File: src/design/ssp_pkg.sv
// Shared constants and types for the serial port pin function block
package ssp_pkg;

	// ----------------------------------------
	// Timing
	// ----------------------------------------
	localparam int SYS_CLK_PERIOD_NS = 20;
	localparam int BIT_CLK_PERIOD_NS = 160;
	// Half period of the generated bit clock, rounded down, never below one cycle
	localparam int BIT_CLK_HALF_CYC  = (BIT_CLK_PERIOD_NS / (2 * SYS_CLK_PERIOD_NS) < 1) ? 1 :
		BIT_CLK_PERIOD_NS / (2 * SYS_CLK_PERIOD_NS);

	// ----------------------------------------
	// Data path
	// ----------------------------------------
	localparam int WORD_BITS     = 16;
	localparam int TX_FIFO_DEPTH = 8;

	// ----------------------------------------
	// Pin positions
	// ----------------------------------------
	localparam int PIN_TX_DATA  = 0;
	localparam int PIN_RX_DATA  = 1;
	localparam int PIN_BIT_CLK  = 2;
	localparam int PIN_CTRL0    = 3;
	localparam int PIN_CTRL1    = 4;
	localparam int PIN_CTRL2_FS = 5;
	localparam int NUM_PINS     = 6;

	// ----------------------------------------
	// Reset values
	// ----------------------------------------
	localparam logic [5:0] PIN_OE_N_RST = 6'h3f;
	localparam logic [5:0] PIN_OUT_RST  = 6'h00;

	typedef enum logic {TX_IDLE, TX_SHIFT} ssp_tx_state_type;
	typedef enum logic {RX_IDLE, RX_SHIFT} ssp_rx_state_type;

endpackage

File: src/design/ssp_sync2.sv
// Two-stage synchroniser for a group of pin inputs
`timescale 1ns/100ps
module ssp_sync2 #(
	parameter int W = 6
) (
	// Clock and reset
	input  wire logic         i_sys_clk,
	input  wire logic         i_resetn,
	// Levels
	input  wire logic [W-1:0] i_async,
	output logic      [W-1:0] o_sync
);
	typedef struct packed {
		logic [W-1:0] meta;
		logic [W-1:0] stable;
	} ssp_sync_type;

	ssp_sync_type s_reg;
	ssp_sync_type s_next;

	if (W < 1) begin : g_chk
		$error("ssp_sync2: W must be at least 1");
	end

	always_comb begin
		s_next.meta   = i_async;
		s_next.stable = s_reg.meta;
	end

	always_ff @(posedge i_sys_clk or negedge i_resetn) begin
		if (!i_resetn) begin
			s_reg <= '0;
		end else begin
			s_reg <= s_next;
		end
	end

	assign o_sync = s_reg.stable;
endmodule

File: src/design/ssp_fifo.sv
// Small synchronous FIFO with valid/ready on both sides
`timescale 1ns/100ps
module ssp_fifo #(
	parameter int W = 16,
	parameter int D = 8
) (
	// Clock and reset
	input  wire logic         i_sys_clk,
	input  wire logic         i_resetn,
	// Fill side
	input  wire logic [W-1:0] i_wr_data,
	input  wire logic         i_wr_valid,
	output logic              o_wr_ready,
	// Drain side
	output logic      [W-1:0] o_rd_data,
	output logic              o_rd_valid,
	input  wire logic         i_rd_ready
);
	localparam int PW = (D > 1) ? $clog2(D) : 1;

	typedef struct packed {
		logic [D-1:0][W-1:0] mem;
		logic [PW-1:0]       wr_ptr;
		logic [PW-1:0]       rd_ptr;
		logic [PW:0]         count;
	} ssp_fifo_type;

	ssp_fifo_type s_reg;
	ssp_fifo_type s_next;
	logic         push;
	logic         pop;

	if (D < 2 || W < 1) begin : g_chk
		$error("ssp_fifo: depth below 2 or zero width");
	end

	function automatic logic [PW-1:0] bump(input logic [PW-1:0] p);
		bump = (p == PW'(D - 1)) ? '0 : p + 1'b1;
	endfunction

	assign o_wr_ready = (s_reg.count != (PW+1)'(D));
	assign o_rd_valid = (s_reg.count != '0);
	assign o_rd_data  = s_reg.mem[s_reg.rd_ptr];
	assign push       = i_wr_valid && o_wr_ready;
	assign pop        = i_rd_ready && o_rd_valid;

	always_comb begin
		s_next = s_reg;
		if (push) begin
			s_next.mem[s_reg.wr_ptr] = i_wr_data;
			s_next.wr_ptr            = bump(s_reg.wr_ptr);
		end
		if (pop) begin
			s_next.rd_ptr = bump(s_reg.rd_ptr);
		end
		s_next.count = s_reg.count + (PW+1)'(push) - (PW+1)'(pop);
	end

	always_ff @(posedge i_sys_clk or negedge i_resetn) begin
		if (!i_resetn) begin
			s_reg <= '0;
		end else begin
			s_reg <= s_next;
		end
	end
endmodule

File: src/design/ssp_pins.sv
// Serial port pin functions: shifters, bit clock, frame syncs and GPIO fallback
`timescale 1ns/100ps
module ssp_pins
	import ssp_pkg::*;
#(
	parameter int WW       = WORD_BITS,
	parameter int DEPTH    = TX_FIFO_DEPTH,
	parameter int HALF_CYC = BIT_CLK_HALF_CYC
) (
	// Clock and reset
	input  wire logic          i_sys_clk,
	input  wire logic          i_resetn,
	// Configuration
	input  wire logic          i_port_en,
	input  wire logic          i_cfg_sync_mode,
	input  wire logic          i_cfg_gated_clk,
	input  wire logic          i_cfg_sck_out,
	input  wire logic          i_cfg_rck_out,
	input  wire logic          i_cfg_rfs_out,
	input  wire logic          i_cfg_fs_out,
	input  wire logic          i_cfg_ctrl0_tx,
	input  wire logic          i_cfg_ctrl1_tx,
	input  wire logic [1:0]    i_cfg_flag_dir,
	// General-purpose I/O
	input  wire logic [5:0]    i_gpio_sel,
	input  wire logic [5:0]    i_gpio_dir,
	input  wire logic [5:0]    i_gpio_out,
	output logic      [5:0]    o_gpio_in,
	// Serial flags
	input  wire logic [1:0]    i_flag_out,
	output logic      [1:0]    o_flag_in,
	// Transmit words
	input  wire logic [WW-1:0] i_tx_word,
	input  wire logic          i_tx_valid,
	output logic               o_tx_ready,
	input  wire logic [WW-1:0] i_tx2_word,
	input  wire logic [WW-1:0] i_tx3_word,
	// Receive words
	output logic      [WW-1:0] o_rx_word,
	output logic               o_rx_valid,
	// Pins
	input  wire logic          i_ser1_tx_data,
	output logic               o_ser1_tx_data,
	output logic               o_ser1_tx_data_oe_n,
	input  wire logic          i_ser1_rx_data,
	output logic               o_ser1_rx_data,
	output logic               o_ser1_rx_data_oe_n,
	input  wire logic          i_ser1_bit_clock,
	output logic               o_ser1_bit_clock,
	output logic               o_ser1_bit_clock_oe_n,
	input  wire logic          i_ser1_ctrl0,
	output logic               o_ser1_ctrl0,
	output logic               o_ser1_ctrl0_oe_n,
	input  wire logic          i_ser1_ctrl1,
	output logic               o_ser1_ctrl1,
	output logic               o_ser1_ctrl1_oe_n,
	input  wire logic          i_ser1_ctrl2_frame_sync,
	output logic               o_ser1_ctrl2_frame_sync,
	output logic               o_ser1_ctrl2_frame_sync_oe_n
);
	localparam int CW = (HALF_CYC > 1) ? $clog2(HALF_CYC) : 1;
	localparam int BW = $clog2(WW);

	if (HALF_CYC < 1 || WW < 2 || DEPTH < 2) begin : g_chk
		$error("ssp_pins: unsupported parameter values");
	end

	// ----------------------------------------
	// State
	// ----------------------------------------
	typedef struct packed {
		logic [CW-1:0]        div_cnt;
		logic                 sck_int;
		logic                 tck_prev;
		logic                 rck_prev;
		ssp_tx_state_type     tx_st;
		logic [WW-1:0]        tx_sh;
		logic [WW-1:0]        tx2_sh;
		logic [WW-1:0]        tx3_sh;
		logic [BW-1:0]        tx_cnt;
		logic                 fs_drive;
		logic [BW-1:0]        rg_cnt;
		logic                 rfs_gen;
		ssp_rx_state_type     rx_st;
		logic [WW-1:0]        rx_sh;
		logic [BW-1:0]        rx_cnt;
		logic [WW-1:0]        rx_word;
		logic                 rx_valid;
		logic [NUM_PINS-1:0]  pin_out;
		logic [NUM_PINS-1:0]  pin_oe_n;
	} ssp_state_type;

	ssp_state_type       s_reg;
	ssp_state_type       s_next;
	logic [NUM_PINS-1:0] pin_in;
	logic [NUM_PINS-1:0] pin_sync;
	logic [WW-1:0]       fifo_data;
	logic                fifo_vld;
	logic                fifo_pop;
	logic                clk_run;
	logic                tick;
	logic                tx_rise;
	logic                tx_fall;
	logic                rx_rise;
	logic                rx_fall;
	logic                tx_start;
	logic                tx_fs;
	logic                rx_fs;
	logic                rx_bit;

	// ----------------------------------------
	// Pin sampling and transmit buffer
	// ----------------------------------------
	assign pin_in = {i_ser1_ctrl2_frame_sync, i_ser1_ctrl1, i_ser1_ctrl0,
		i_ser1_bit_clock, i_ser1_rx_data, i_ser1_tx_data};

	ssp_sync2 #(
		.W(NUM_PINS)
	) ssp_sync2_i (
		.i_sys_clk (i_sys_clk),
		.i_resetn  (i_resetn),
		.i_async   (pin_in),
		.o_sync    (pin_sync)
	);

	ssp_fifo #(
		.W(WW),
		.D(DEPTH)
	) ssp_fifo_i (
		.i_sys_clk  (i_sys_clk),
		.i_resetn   (i_resetn),
		.i_wr_data  (i_tx_word),
		.i_wr_valid (i_tx_valid),
		.o_wr_ready (o_tx_ready),
		.o_rd_data  (fifo_data),
		.o_rd_valid (fifo_vld),
		.i_rd_ready (fifo_pop)
	);

	// ----------------------------------------
	// Clock edges and frame sync sources
	// ----------------------------------------
	// Gated clock parks low between frames so the partner sees no stray edge
	assign clk_run = !i_cfg_gated_clk || s_reg.tx_st == TX_SHIFT || fifo_vld;
	assign tick    = (s_reg.div_cnt == CW'(HALF_CYC - 1)) && (clk_run || s_reg.sck_int);

	always_comb begin
		if (i_cfg_sck_out) begin
			tx_rise = tick && !s_reg.sck_int;
			tx_fall = tick && s_reg.sck_int;
		end else begin
			tx_rise = pin_sync[PIN_BIT_CLK] && !s_reg.tck_prev;
			tx_fall = !pin_sync[PIN_BIT_CLK] && s_reg.tck_prev;
		end
		if (i_cfg_sync_mode) begin
			rx_rise = tx_rise;
			rx_fall = tx_fall;
		end else if (i_cfg_rck_out) begin
			rx_rise = tick && !s_reg.sck_int;
			rx_fall = tick && s_reg.sck_int;
		end else begin
			rx_rise = pin_sync[PIN_CTRL0] && !s_reg.rck_prev;
			rx_fall = !pin_sync[PIN_CTRL0] && s_reg.rck_prev;
		end
	end

	// Internal frame sync starts a frame when the last bit is out
	assign tx_fs = i_cfg_fs_out ?
		((s_reg.tx_st == TX_IDLE || s_reg.tx_cnt == '0) && (!i_cfg_gated_clk || fifo_vld)) :
		pin_sync[PIN_CTRL2_FS];
	assign tx_start = tx_rise && tx_fs;
	assign fifo_pop = tx_start && fifo_vld;

	always_comb begin
		if (i_cfg_sync_mode) begin
			rx_fs = i_cfg_fs_out ? s_reg.fs_drive : pin_sync[PIN_CTRL2_FS];
		end else begin
			rx_fs = i_cfg_rfs_out ? s_reg.rfs_gen : pin_sync[PIN_CTRL1];
		end
	end
	assign rx_bit = pin_sync[PIN_RX_DATA];

	// ----------------------------------------
	// Next state
	// ----------------------------------------
	always_comb begin
		s_next          = s_reg;
		s_next.rx_valid = 1'b0;
		s_next.tck_prev = pin_sync[PIN_BIT_CLK];
		s_next.rck_prev = pin_sync[PIN_CTRL0];

		// Bit clock divider
		if (tick) begin
			s_next.div_cnt = '0;
			s_next.sck_int = !s_reg.sck_int;
		end else if (clk_run || s_reg.sck_int) begin
			s_next.div_cnt = s_reg.div_cnt + 1'b1;
		end

		// Transmit shifters, changed on the rising bit clock edge
		if (tx_rise) begin
			s_next.fs_drive = 1'b0;
			if (tx_start) begin
				s_next.tx_sh    = fifo_vld ? fifo_data : '0;
				s_next.tx2_sh   = i_tx2_word;
				s_next.tx3_sh   = i_tx3_word;
				s_next.tx_cnt   = BW'(WW - 1);
				s_next.fs_drive = 1'b1;
				s_next.tx_st    = TX_SHIFT;
			end else begin
				case (s_reg.tx_st)
					TX_SHIFT: begin
						s_next.tx_sh  = {s_reg.tx_sh[WW-2:0], 1'b0};
						s_next.tx2_sh = {s_reg.tx2_sh[WW-2:0], 1'b0};
						s_next.tx3_sh = {s_reg.tx3_sh[WW-2:0], 1'b0};
						if (s_reg.tx_cnt == '0) begin
							s_next.tx_st = TX_IDLE;
						end else begin
							s_next.tx_cnt = s_reg.tx_cnt - 1'b1;
						end
					end
					default: begin
						s_next.tx_st = TX_IDLE;
					end
				endcase
			end
		end

		// Receive frame sync generator for asynchronous mode
		if (rx_rise) begin
			s_next.rfs_gen = (s_reg.rg_cnt == '0);
			s_next.rg_cnt  = (s_reg.rg_cnt == '0) ? BW'(WW - 1) : s_reg.rg_cnt - 1'b1;
		end

		// Receive shifter, sampled on the falling bit clock edge
		if (rx_fall) begin
			if (rx_fs) begin
				s_next.rx_sh  = {{(WW-1){1'b0}}, rx_bit};
				s_next.rx_cnt = BW'(WW - 2);
				s_next.rx_st  = RX_SHIFT;
			end else begin
				case (s_reg.rx_st)
					RX_SHIFT: begin
						s_next.rx_sh = {s_reg.rx_sh[WW-2:0], rx_bit};
						if (s_reg.rx_cnt == '0) begin
							s_next.rx_word  = {s_reg.rx_sh[WW-2:0], rx_bit};
							s_next.rx_valid = 1'b1;
							s_next.rx_st    = RX_IDLE;
						end else begin
							s_next.rx_cnt = s_reg.rx_cnt - 1'b1;
						end
					end
					default: begin
						s_next.rx_st = RX_IDLE;
					end
				endcase
			end
		end

		// Serial pin functions
		s_next.pin_out  = '0;
		s_next.pin_oe_n = '1;
		s_next.pin_out[PIN_TX_DATA]  = s_reg.tx_sh[WW-1];
		s_next.pin_oe_n[PIN_TX_DATA] = 1'b0;
		s_next.pin_out[PIN_BIT_CLK]  = s_reg.sck_int;
		s_next.pin_oe_n[PIN_BIT_CLK] = !i_cfg_sck_out;
		if (i_cfg_sync_mode) begin
			if (i_cfg_ctrl0_tx) begin
				s_next.pin_out[PIN_CTRL0]  = s_reg.tx2_sh[WW-1];
				s_next.pin_oe_n[PIN_CTRL0] = 1'b0;
			end else begin
				s_next.pin_out[PIN_CTRL0]  = i_flag_out[0];
				s_next.pin_oe_n[PIN_CTRL0] = !i_cfg_flag_dir[0];
			end
			if (i_cfg_ctrl1_tx) begin
				s_next.pin_out[PIN_CTRL1]  = s_reg.tx3_sh[WW-1];
				s_next.pin_oe_n[PIN_CTRL1] = 1'b0;
			end else begin
				s_next.pin_out[PIN_CTRL1]  = i_flag_out[1];
				s_next.pin_oe_n[PIN_CTRL1] = !i_cfg_flag_dir[1];
			end
		end else begin
			s_next.pin_out[PIN_CTRL0]  = s_reg.sck_int;
			s_next.pin_oe_n[PIN_CTRL0] = !i_cfg_rck_out;
			s_next.pin_out[PIN_CTRL1]  = s_reg.rfs_gen;
			s_next.pin_oe_n[PIN_CTRL1] = !i_cfg_rfs_out;
		end
		s_next.pin_out[PIN_CTRL2_FS]  = s_reg.fs_drive;
		s_next.pin_oe_n[PIN_CTRL2_FS] = !i_cfg_fs_out;

		// General-purpose fallback per pin, or for all pins with the port off
		for (int i = 0; i < NUM_PINS; i++) begin
			if (!i_port_en || i_gpio_sel[i]) begin
				s_next.pin_out[i]  = i_gpio_out[i];
				s_next.pin_oe_n[i] = !i_gpio_dir[i];
			end
		end
	end

	always_ff @(posedge i_sys_clk or negedge i_resetn) begin
		if (!i_resetn) begin
			s_reg          <= '0;
			s_reg.tx_st    <= TX_IDLE;
			s_reg.rx_st    <= RX_IDLE;
			s_reg.pin_out  <= PIN_OUT_RST;
			s_reg.pin_oe_n <= PIN_OE_N_RST;
		end else begin
			s_reg <= s_next;
		end
	end

	// ----------------------------------------
	// Outputs
	// ----------------------------------------
	assign o_gpio_in  = pin_sync;
	assign o_flag_in  = pin_sync[PIN_CTRL1:PIN_CTRL0];
	assign o_rx_word  = s_reg.rx_word;
	assign o_rx_valid = s_reg.rx_valid;
	assign o_ser1_tx_data               = s_reg.pin_out[PIN_TX_DATA];
	assign o_ser1_tx_data_oe_n          = s_reg.pin_oe_n[PIN_TX_DATA];
	assign o_ser1_rx_data               = s_reg.pin_out[PIN_RX_DATA];
	assign o_ser1_rx_data_oe_n          = s_reg.pin_oe_n[PIN_RX_DATA];
	assign o_ser1_bit_clock             = s_reg.pin_out[PIN_BIT_CLK];
	assign o_ser1_bit_clock_oe_n        = s_reg.pin_oe_n[PIN_BIT_CLK];
	assign o_ser1_ctrl0                 = s_reg.pin_out[PIN_CTRL0];
	assign o_ser1_ctrl0_oe_n            = s_reg.pin_oe_n[PIN_CTRL0];
	assign o_ser1_ctrl1                 = s_reg.pin_out[PIN_CTRL1];
	assign o_ser1_ctrl1_oe_n            = s_reg.pin_oe_n[PIN_CTRL1];
	assign o_ser1_ctrl2_frame_sync      = s_reg.pin_out[PIN_CTRL2_FS];
	assign o_ser1_ctrl2_frame_sync_oe_n = s_reg.pin_oe_n[PIN_CTRL2_FS];
endmodule

File: config.mk
export PLATFORM = sky130hd
export DESIGN_NAME = ssp_pins
export DESIGN_NICKNAME = d
export VERILOG_FILES = /design/src/design/ssp_pkg.sv /design/src/design/ssp_sync2.sv /design/src/design/ssp_fifo.sv /design/src/design/ssp_pins.sv
export SDC_FILE = /design/constraint.sdc
export NUM_CORES = 1
export LEC_CHECK = 0
export ABC_AREA = 0
export ABC_CLOCK_PERIOD_IN_PS = 3600
export CORE_ASPECT_RATIO = 1.2
export CORE_MARGIN = 2
export CORE_UTILIZATION = 64
export DETAILED_ROUTE_END_ITERATION = 10
export DONT_BUFFER_PORTS = 1
export PLACE_DENSITY_LB_ADDON = 0.25
export REMOVE_ABC_BUFFERS = 1
export SLEW_MARGIN = 0
export SYNTH_ARGS = -nofsm -noshare
export SYNTH_HDL_FRONTEND = slang
export SYNTH_HIERARCHICAL = 1
export SYNTH_SLANG_ARGS = --single-unit
File: constraint.sdc
create_clock -name i_sys_clk -period 3.6 [get_ports i_sys_clk]
set_input_delay 0.54 -clock i_sys_clk [delete_from_list [all_inputs] [get_ports i_sys_clk]]
set_output_delay 0.54 -clock i_sys_clk [all_outputs]
set_load 0.01 [all_outputs]
Word-level counts from Yosys, hierarchy flattened. Index checks and enable logic that the tools add are counted.

Register bits: 263. Bits of input ports: 88. Output and inout bits: 38. Word-level logic and storage cells: 159.

Add/sub/neg operators: 8. Magnitude comparators: 3. Eq/ne operators: 6. Multiplexer cells: 53. Bitwise gates (word level): 2. Reduce and logical (&&, ||, !) cells: 55.

Operators by type and width (number): bitwise mux 128 bit (1); two-way mux 53 bit (1); two-way mux 52 bit (1); binary-select mux 16 bit (select 3 bit) (1); demux 16 bit (select 3 bit) (1); two-way mux 16 bit (3); two-way mux 37 bit (1); two-way mux 1 bit (33); two-way mux 21 bit (1); zero test 1 bit (19); two-way mux 17 bit (1); logical AND 1 bit (13); zero test 4 bit (3); two-way mux 4 bit (3); subtractor 4 x 1 -> 4 bit, second input constant (3); logical OR 1 bit (11); < comparator 3 x 4 -> 1 bit, second input constant (2); two-way mux 2 bit (4); adder 3 x 1 -> 3 bit, second input constant (2); == test 3 bit, second input constant (2); two-way mux 3 bit (2); AND reduction 3 bit (2); nonzero test 2 bit (3); adder 4 x 1 -> 4 bit (1); 10 further kinds (13).

Depth between registers and ports, before layout.
Depth in word-level cells: 11. Depth in mapped cells: 14. Gate-level depth less buffers: 14.

Hierarchy. Netlist, hierarchy kept.

By module, submodules not included: ssp_fifo (instances 1, cells each 384, area each 6473.7 µm², seq. area each 3453.3 µm²); ssp_pins (instances 1, cells each 414, area each 5400.2 µm², seq. area each 2835.2 µm²); ssp_sync2 (instances 1, cells each 12, area each 300.3 µm², seq. area each 300.3 µm²).

Least setup slack after synthesis. OpenSTA, ideal clock, no wires.

Path type: register to register. Start point: reg ssp_fifo_i/s_reg[2] in the netlist's numbering. End point: reg ssp_fifo_i/s_reg[2] in the netlist's numbering. Library setup time: 0.123 ns. Arrival time: 2.950 ns. Data required time: 3.477 ns. Path slack: 0.527 ns. Cell stages (with the launch flop): 15. Buffers on the path: 0. Period minus slack after synthesis: 3.073 ns. Cell sequence: dfrtp_1 > inv_1 > ha_1 > or3b_2 > or3b_4 > a21o_1 > and3_1 > nand2_1 > inv_1 > ha_1 > inv_1 > ha_1 > inv_1 > fa_1 > xnor2_1.

RTL lines: start: declaration (line ssp_fifo.sv:28) `ssp_fifo_type s_reg;`; start signal: assignment (line ssp_fifo.sv:63) `s_reg <= s_next;`.

==> impl.org <==
** Run status
- The flow ran to the end, but the final reports show violations.
- The checks that failed: hold timing.

** Global route
- The via count of the first global-routing pass was 7421.
- Entering global routing, the biggest net connects ~260 pins.
- The number of antenna violations at the first check in global routing was 0.
- Aggregate global routing overflow :: 0
- Global routing used between 20% and 30% of the available tracks across all layers.
- The first global-routing pass estimated approximately 39000 um of wire.

** Timing
- The number of pins with negative max-slew slack in the final report came to 0.
- RSZ-0062 raised after global routing :: no
- Across all hold checks on the routed design, the worst slack comes to -0.291 ns.
- Setup-violating endpoint count in the final report :: 0
- Dividing the final minimum period by the clock period gives 92.9%.
- FMAX :: roughly 0.30 GHz
- Layout Skew :: 0.0153 ns
- Final hold vios :: approximately 260
- Measured slew at the worst slew-check pin :: between 1 and 1.5 ns
- Fin crit period :: 3.35 ns
- Slew margin rel. :: ~26%
- Once routing completed, OpenROAD measured the worst setup slack at around 0.25 ns.

** Synthesis
- In this run the cell area of the synthesized design comes to roughly 0.012 sq mm.
- Dominant cell type by area after synthesis :: sky130_fd_sc_hd__dfrtp_1
- Warnings, synthesis :: 6
- The most used flip-flop cell after synthesis is sky130_fd_sc_hd__dfrtp_1.
- Share of Yosys cell area claimed by the top area cell type :: between 50% and 60%
- EDFF count, synth :: 0
- After synthesis, the share of flip-flops with an asynchronous set or reset is 100%.
- Number of distinct standard cells referenced by the synthesized netlist :: 56
- Sorting the synthesized cells by area gives the leading types as sky130_fd_sc_hd__dfrtp_1, sky130_fd_sc_hd__mux2_2, sky130_fd_sc_hd__mux4_2.
- Average size of a mapped cell :: ~15 sq um
- Summing the sequential cell areas from Yosys gives 54.1% of the chip area.
- After synthesis the netlist holds a flip-flop and latch count of about 260.
- Counting every instance in the synthesized netlist gives 810.

** Drt
- Total wire length :: 23900 um
- Dividing the detail-routed wire length by the instance count gives about 22 um.
- The count of nets left with antenna violations once routing finished came out at 0.
- For this run, design rule violations remaining after detail routing come to 0.
- The first detailed-routing pass ran for 4 iterations.
- Detailed-route via count :: approximately 6700
- Number of DRC violations after detailed-routing iteration 0 :: approximately 370
- Post-detailed-route via-to-cell ratio :: 6.23

** Setup path
- Worst stage delay on the critical path :: 0.50 ns
- Worst R2R Path Depth :: 14
- Biggest fanout along the worst timing path :: 5
- The slowest stage of the critical path is the sky130_fd_sc_hd__or3b_2 cell.
- Worst endpoint data arrival time :: about 3.8 ns
- RR Endpoint :: ssp_fifo_i/s_reg[1]
- Nature of the critical path startpoint :: register
- The worst setup path is captured at a register.
- Critical-path cell list :: inv_1, ha_1, or3b_2, or3b_4, a21o_1, and3_1, nand2_1, inv_1, ha_1, inv_1, ha_1, inv_1, fa_1, inv_1
- Broken down by cell family, the worst path's largest delay share belongs to simple AND/OR/NAND/NOR gates.
- The critical path in this run is classified as register to register.
- Critical path buffers and inverters :: 5
- Setup slack on the worst reg-to-reg path comes out at between 0.2 and 0.3 ns.
- By instance count, the cell type seen most on the critical path is sky130_fd_sc_hd__inv_1.
- The startpoint identified for the worst register-to-register timing path is ssp_fifo_i/s_reg[2].
- Required time at the worst-slack endpoint :: about 4.0 ns

** Clock tree
- TritonCTS built the clock tree.
- Count of instances resized after the clock tree is built :: 0
- Clock tree synthesis inserted a total of 26 buffers.
- Worst-skew pair later-pin latency :: 0.53 ns
- Clock edge transition at the registers on the reported setup and hold paths :: approximately 0.060 ns
- In this run the post-CTS setup repair buffer count came out at 0.
- Max Buffers Root-to-Sink :: 3
- Counting every sink on the clock net gives between 200 and 300.
- Clock tree synthesis selected as its root buffer the cell sky130_fd_sc_hd__clkbuf_16.
- CTS built an H-tree with a depth of 1.

** Final layout
- The register with the most flip-flops in the layout has around 140 of them.
- Leaving out fill and tap cells, the most frequent cell in the layout is sky130_fd_sc_hd__dfrtp_1.
- Measured on the finished design, the core utilization comes to around 70%.
- Fill cells in the final layout number around 1200.
- Compared with the post-synthesis result, the final layout area differs by 7.94%.
- In the final layout, the share of cells above drive strength 1 is a little over two fifths.
- Total number of nets in the final design :: about 900
- The top cell types in the final layout, fill and taps aside, are sky130_fd_sc_hd__dfrtp_1, sky130_fd_sc_hd__mux2_2, sky130_fd_sc_hd__a22o_1, sky130_fd_sc_hd__mux4_2, sky130_fd_sc_hd__mux2_4.
- 0 antenna diodes ended up in the layout.

** Placement
- Post-Place Setup Slack :: between 0.2 and 0.3 ns
- RePlAce Congestion :: 0.781
- Number of port buffers :: 0
- Detailed placement finished with a half-perimeter wire length of 15000 um.

** Floorplanning
- For this configuration, the core starts out at a cell density of between 60% and 70%.
- Die area :: between 0.02 and 0.025 sq mm
- Horizontal die dimension :: ~130 um
- Height of the die :: 155 um
- For this design the top-level I/O count stands at between 100 and 150.
- In this run the standard cell core region covers about 0.019 sq mm.
- Row count :: 55

** Power and ir drop
- Highest ir drop seen on vdd :: around 540 uV
- Power per Cell Area :: between 800 and 900 mW/mm^2
- Summing internal, switching and leakage power gives around 12 mW.
- Leakage Power :: 5.86 nW

** Job
- Number of max-cap violations :: 0

** Min path
- The worst hold path belongs to the class input port to asynchronous set/reset pin.
area by class of cell:
class                      count  area (sq um)  area share, %
clock buffer                  39           761           5.79
multi-input combinational    470          5140           39.1
timing repair buffer          16           133           1.01
sequential                   263          6590           50.1
inverter                      19          71.3          0.543
clock inverter                 9           123          0.933
tap                          256           320           2.44
power by group:
part / switching (mW) / total [mW] / leakage [nW] / internal [mW]
Sequential: 0.840 / 5.01 / 3.21 / 4.17
Clock: 1.10 / 2.77 / 0.433 / 1.67
Combinational: 1.36 / 3.73 / 2.22 / 2.37
logic make-up after synthesis:
| kind of cell | share of synthesized area, % |
|---|---|
| muxes | 30.6 |
| AOI/OAI and AO/OA | 5.02 |
| adders and majority gates | 1.81 |
| DFF | 54.1 |
| and+or+nand+nor | 4.42 |
| buffers and inverters | 3.94 |
| xor gates and xnor gates | 0.144 |
worst max-delay path by stage:
| stage | startpoint | endpoint | depth (start not counted) |
|---|---|---|---|
| final | ssp_fifo_i/s_reg[2] | ssp_fifo_i/s_reg[1] | 14 |
| after global routing | ssp_fifo_i/s_reg[2] | ssp_fifo_i/s_reg[1] | 14 |
| after CTS | ssp_fifo_i/s_reg[2] | ssp_fifo_i/s_reg[1] | 14 |
| after detailed placement | ssp_fifo_i/s_reg[2] | ssp_fifo_i/s_reg[1] | 14 |
| after global placement | ssp_fifo_i/s_reg[2] | ssp_fifo_i/s_reg[1] | 14 |
| after floorplan | s_reg[56] | s_reg[61] | 6 |
cell usage after synthesis, drive strengths merged, types with 2 or more instances:
cell,n
mux2i,9
ha,16
or3b,3
nor4b,3
a211oi,4
or4,2
nand3,2
dfstp,6
a311oi,2
nand2b,6
and2,3
nand2,19
a22o,33
a2bb2oi,3
o21ai,16
nor3,8
nor2b,6
inv,19
a21o,5
a21oi,8
nor3b,8
nor2,13
mux4,32
dfrtp,257
or4b,3
a31oi,2
mux2,248
buf,50
clkbuf,8
metal layers:
| layer | GRT usage (%) | up-vias | routed length, um |
|---|---|---|---|
| met5 | 0 | - | 0 |
| met4 | 6.71 | 0 | 513 |
| met3 | 4.26 | 41 | 1160 |
| met2 | 42.9 | 166 | 12500 |
| met1 | 31.2 | 3548 | 9720 |
| li1 | - | 2919 | - |
per-stage QoR:
step	instances	setup TNS [ns]	cell area [sq um]
floorplan	752	-62.26	11800
global placement	1024	0	12300
detailed placement	1024	0	12300
CTS	1072	0	13100
global route	1072	0	13100
finish	1072	0	13100
Power figures use the tool's default switching activity.
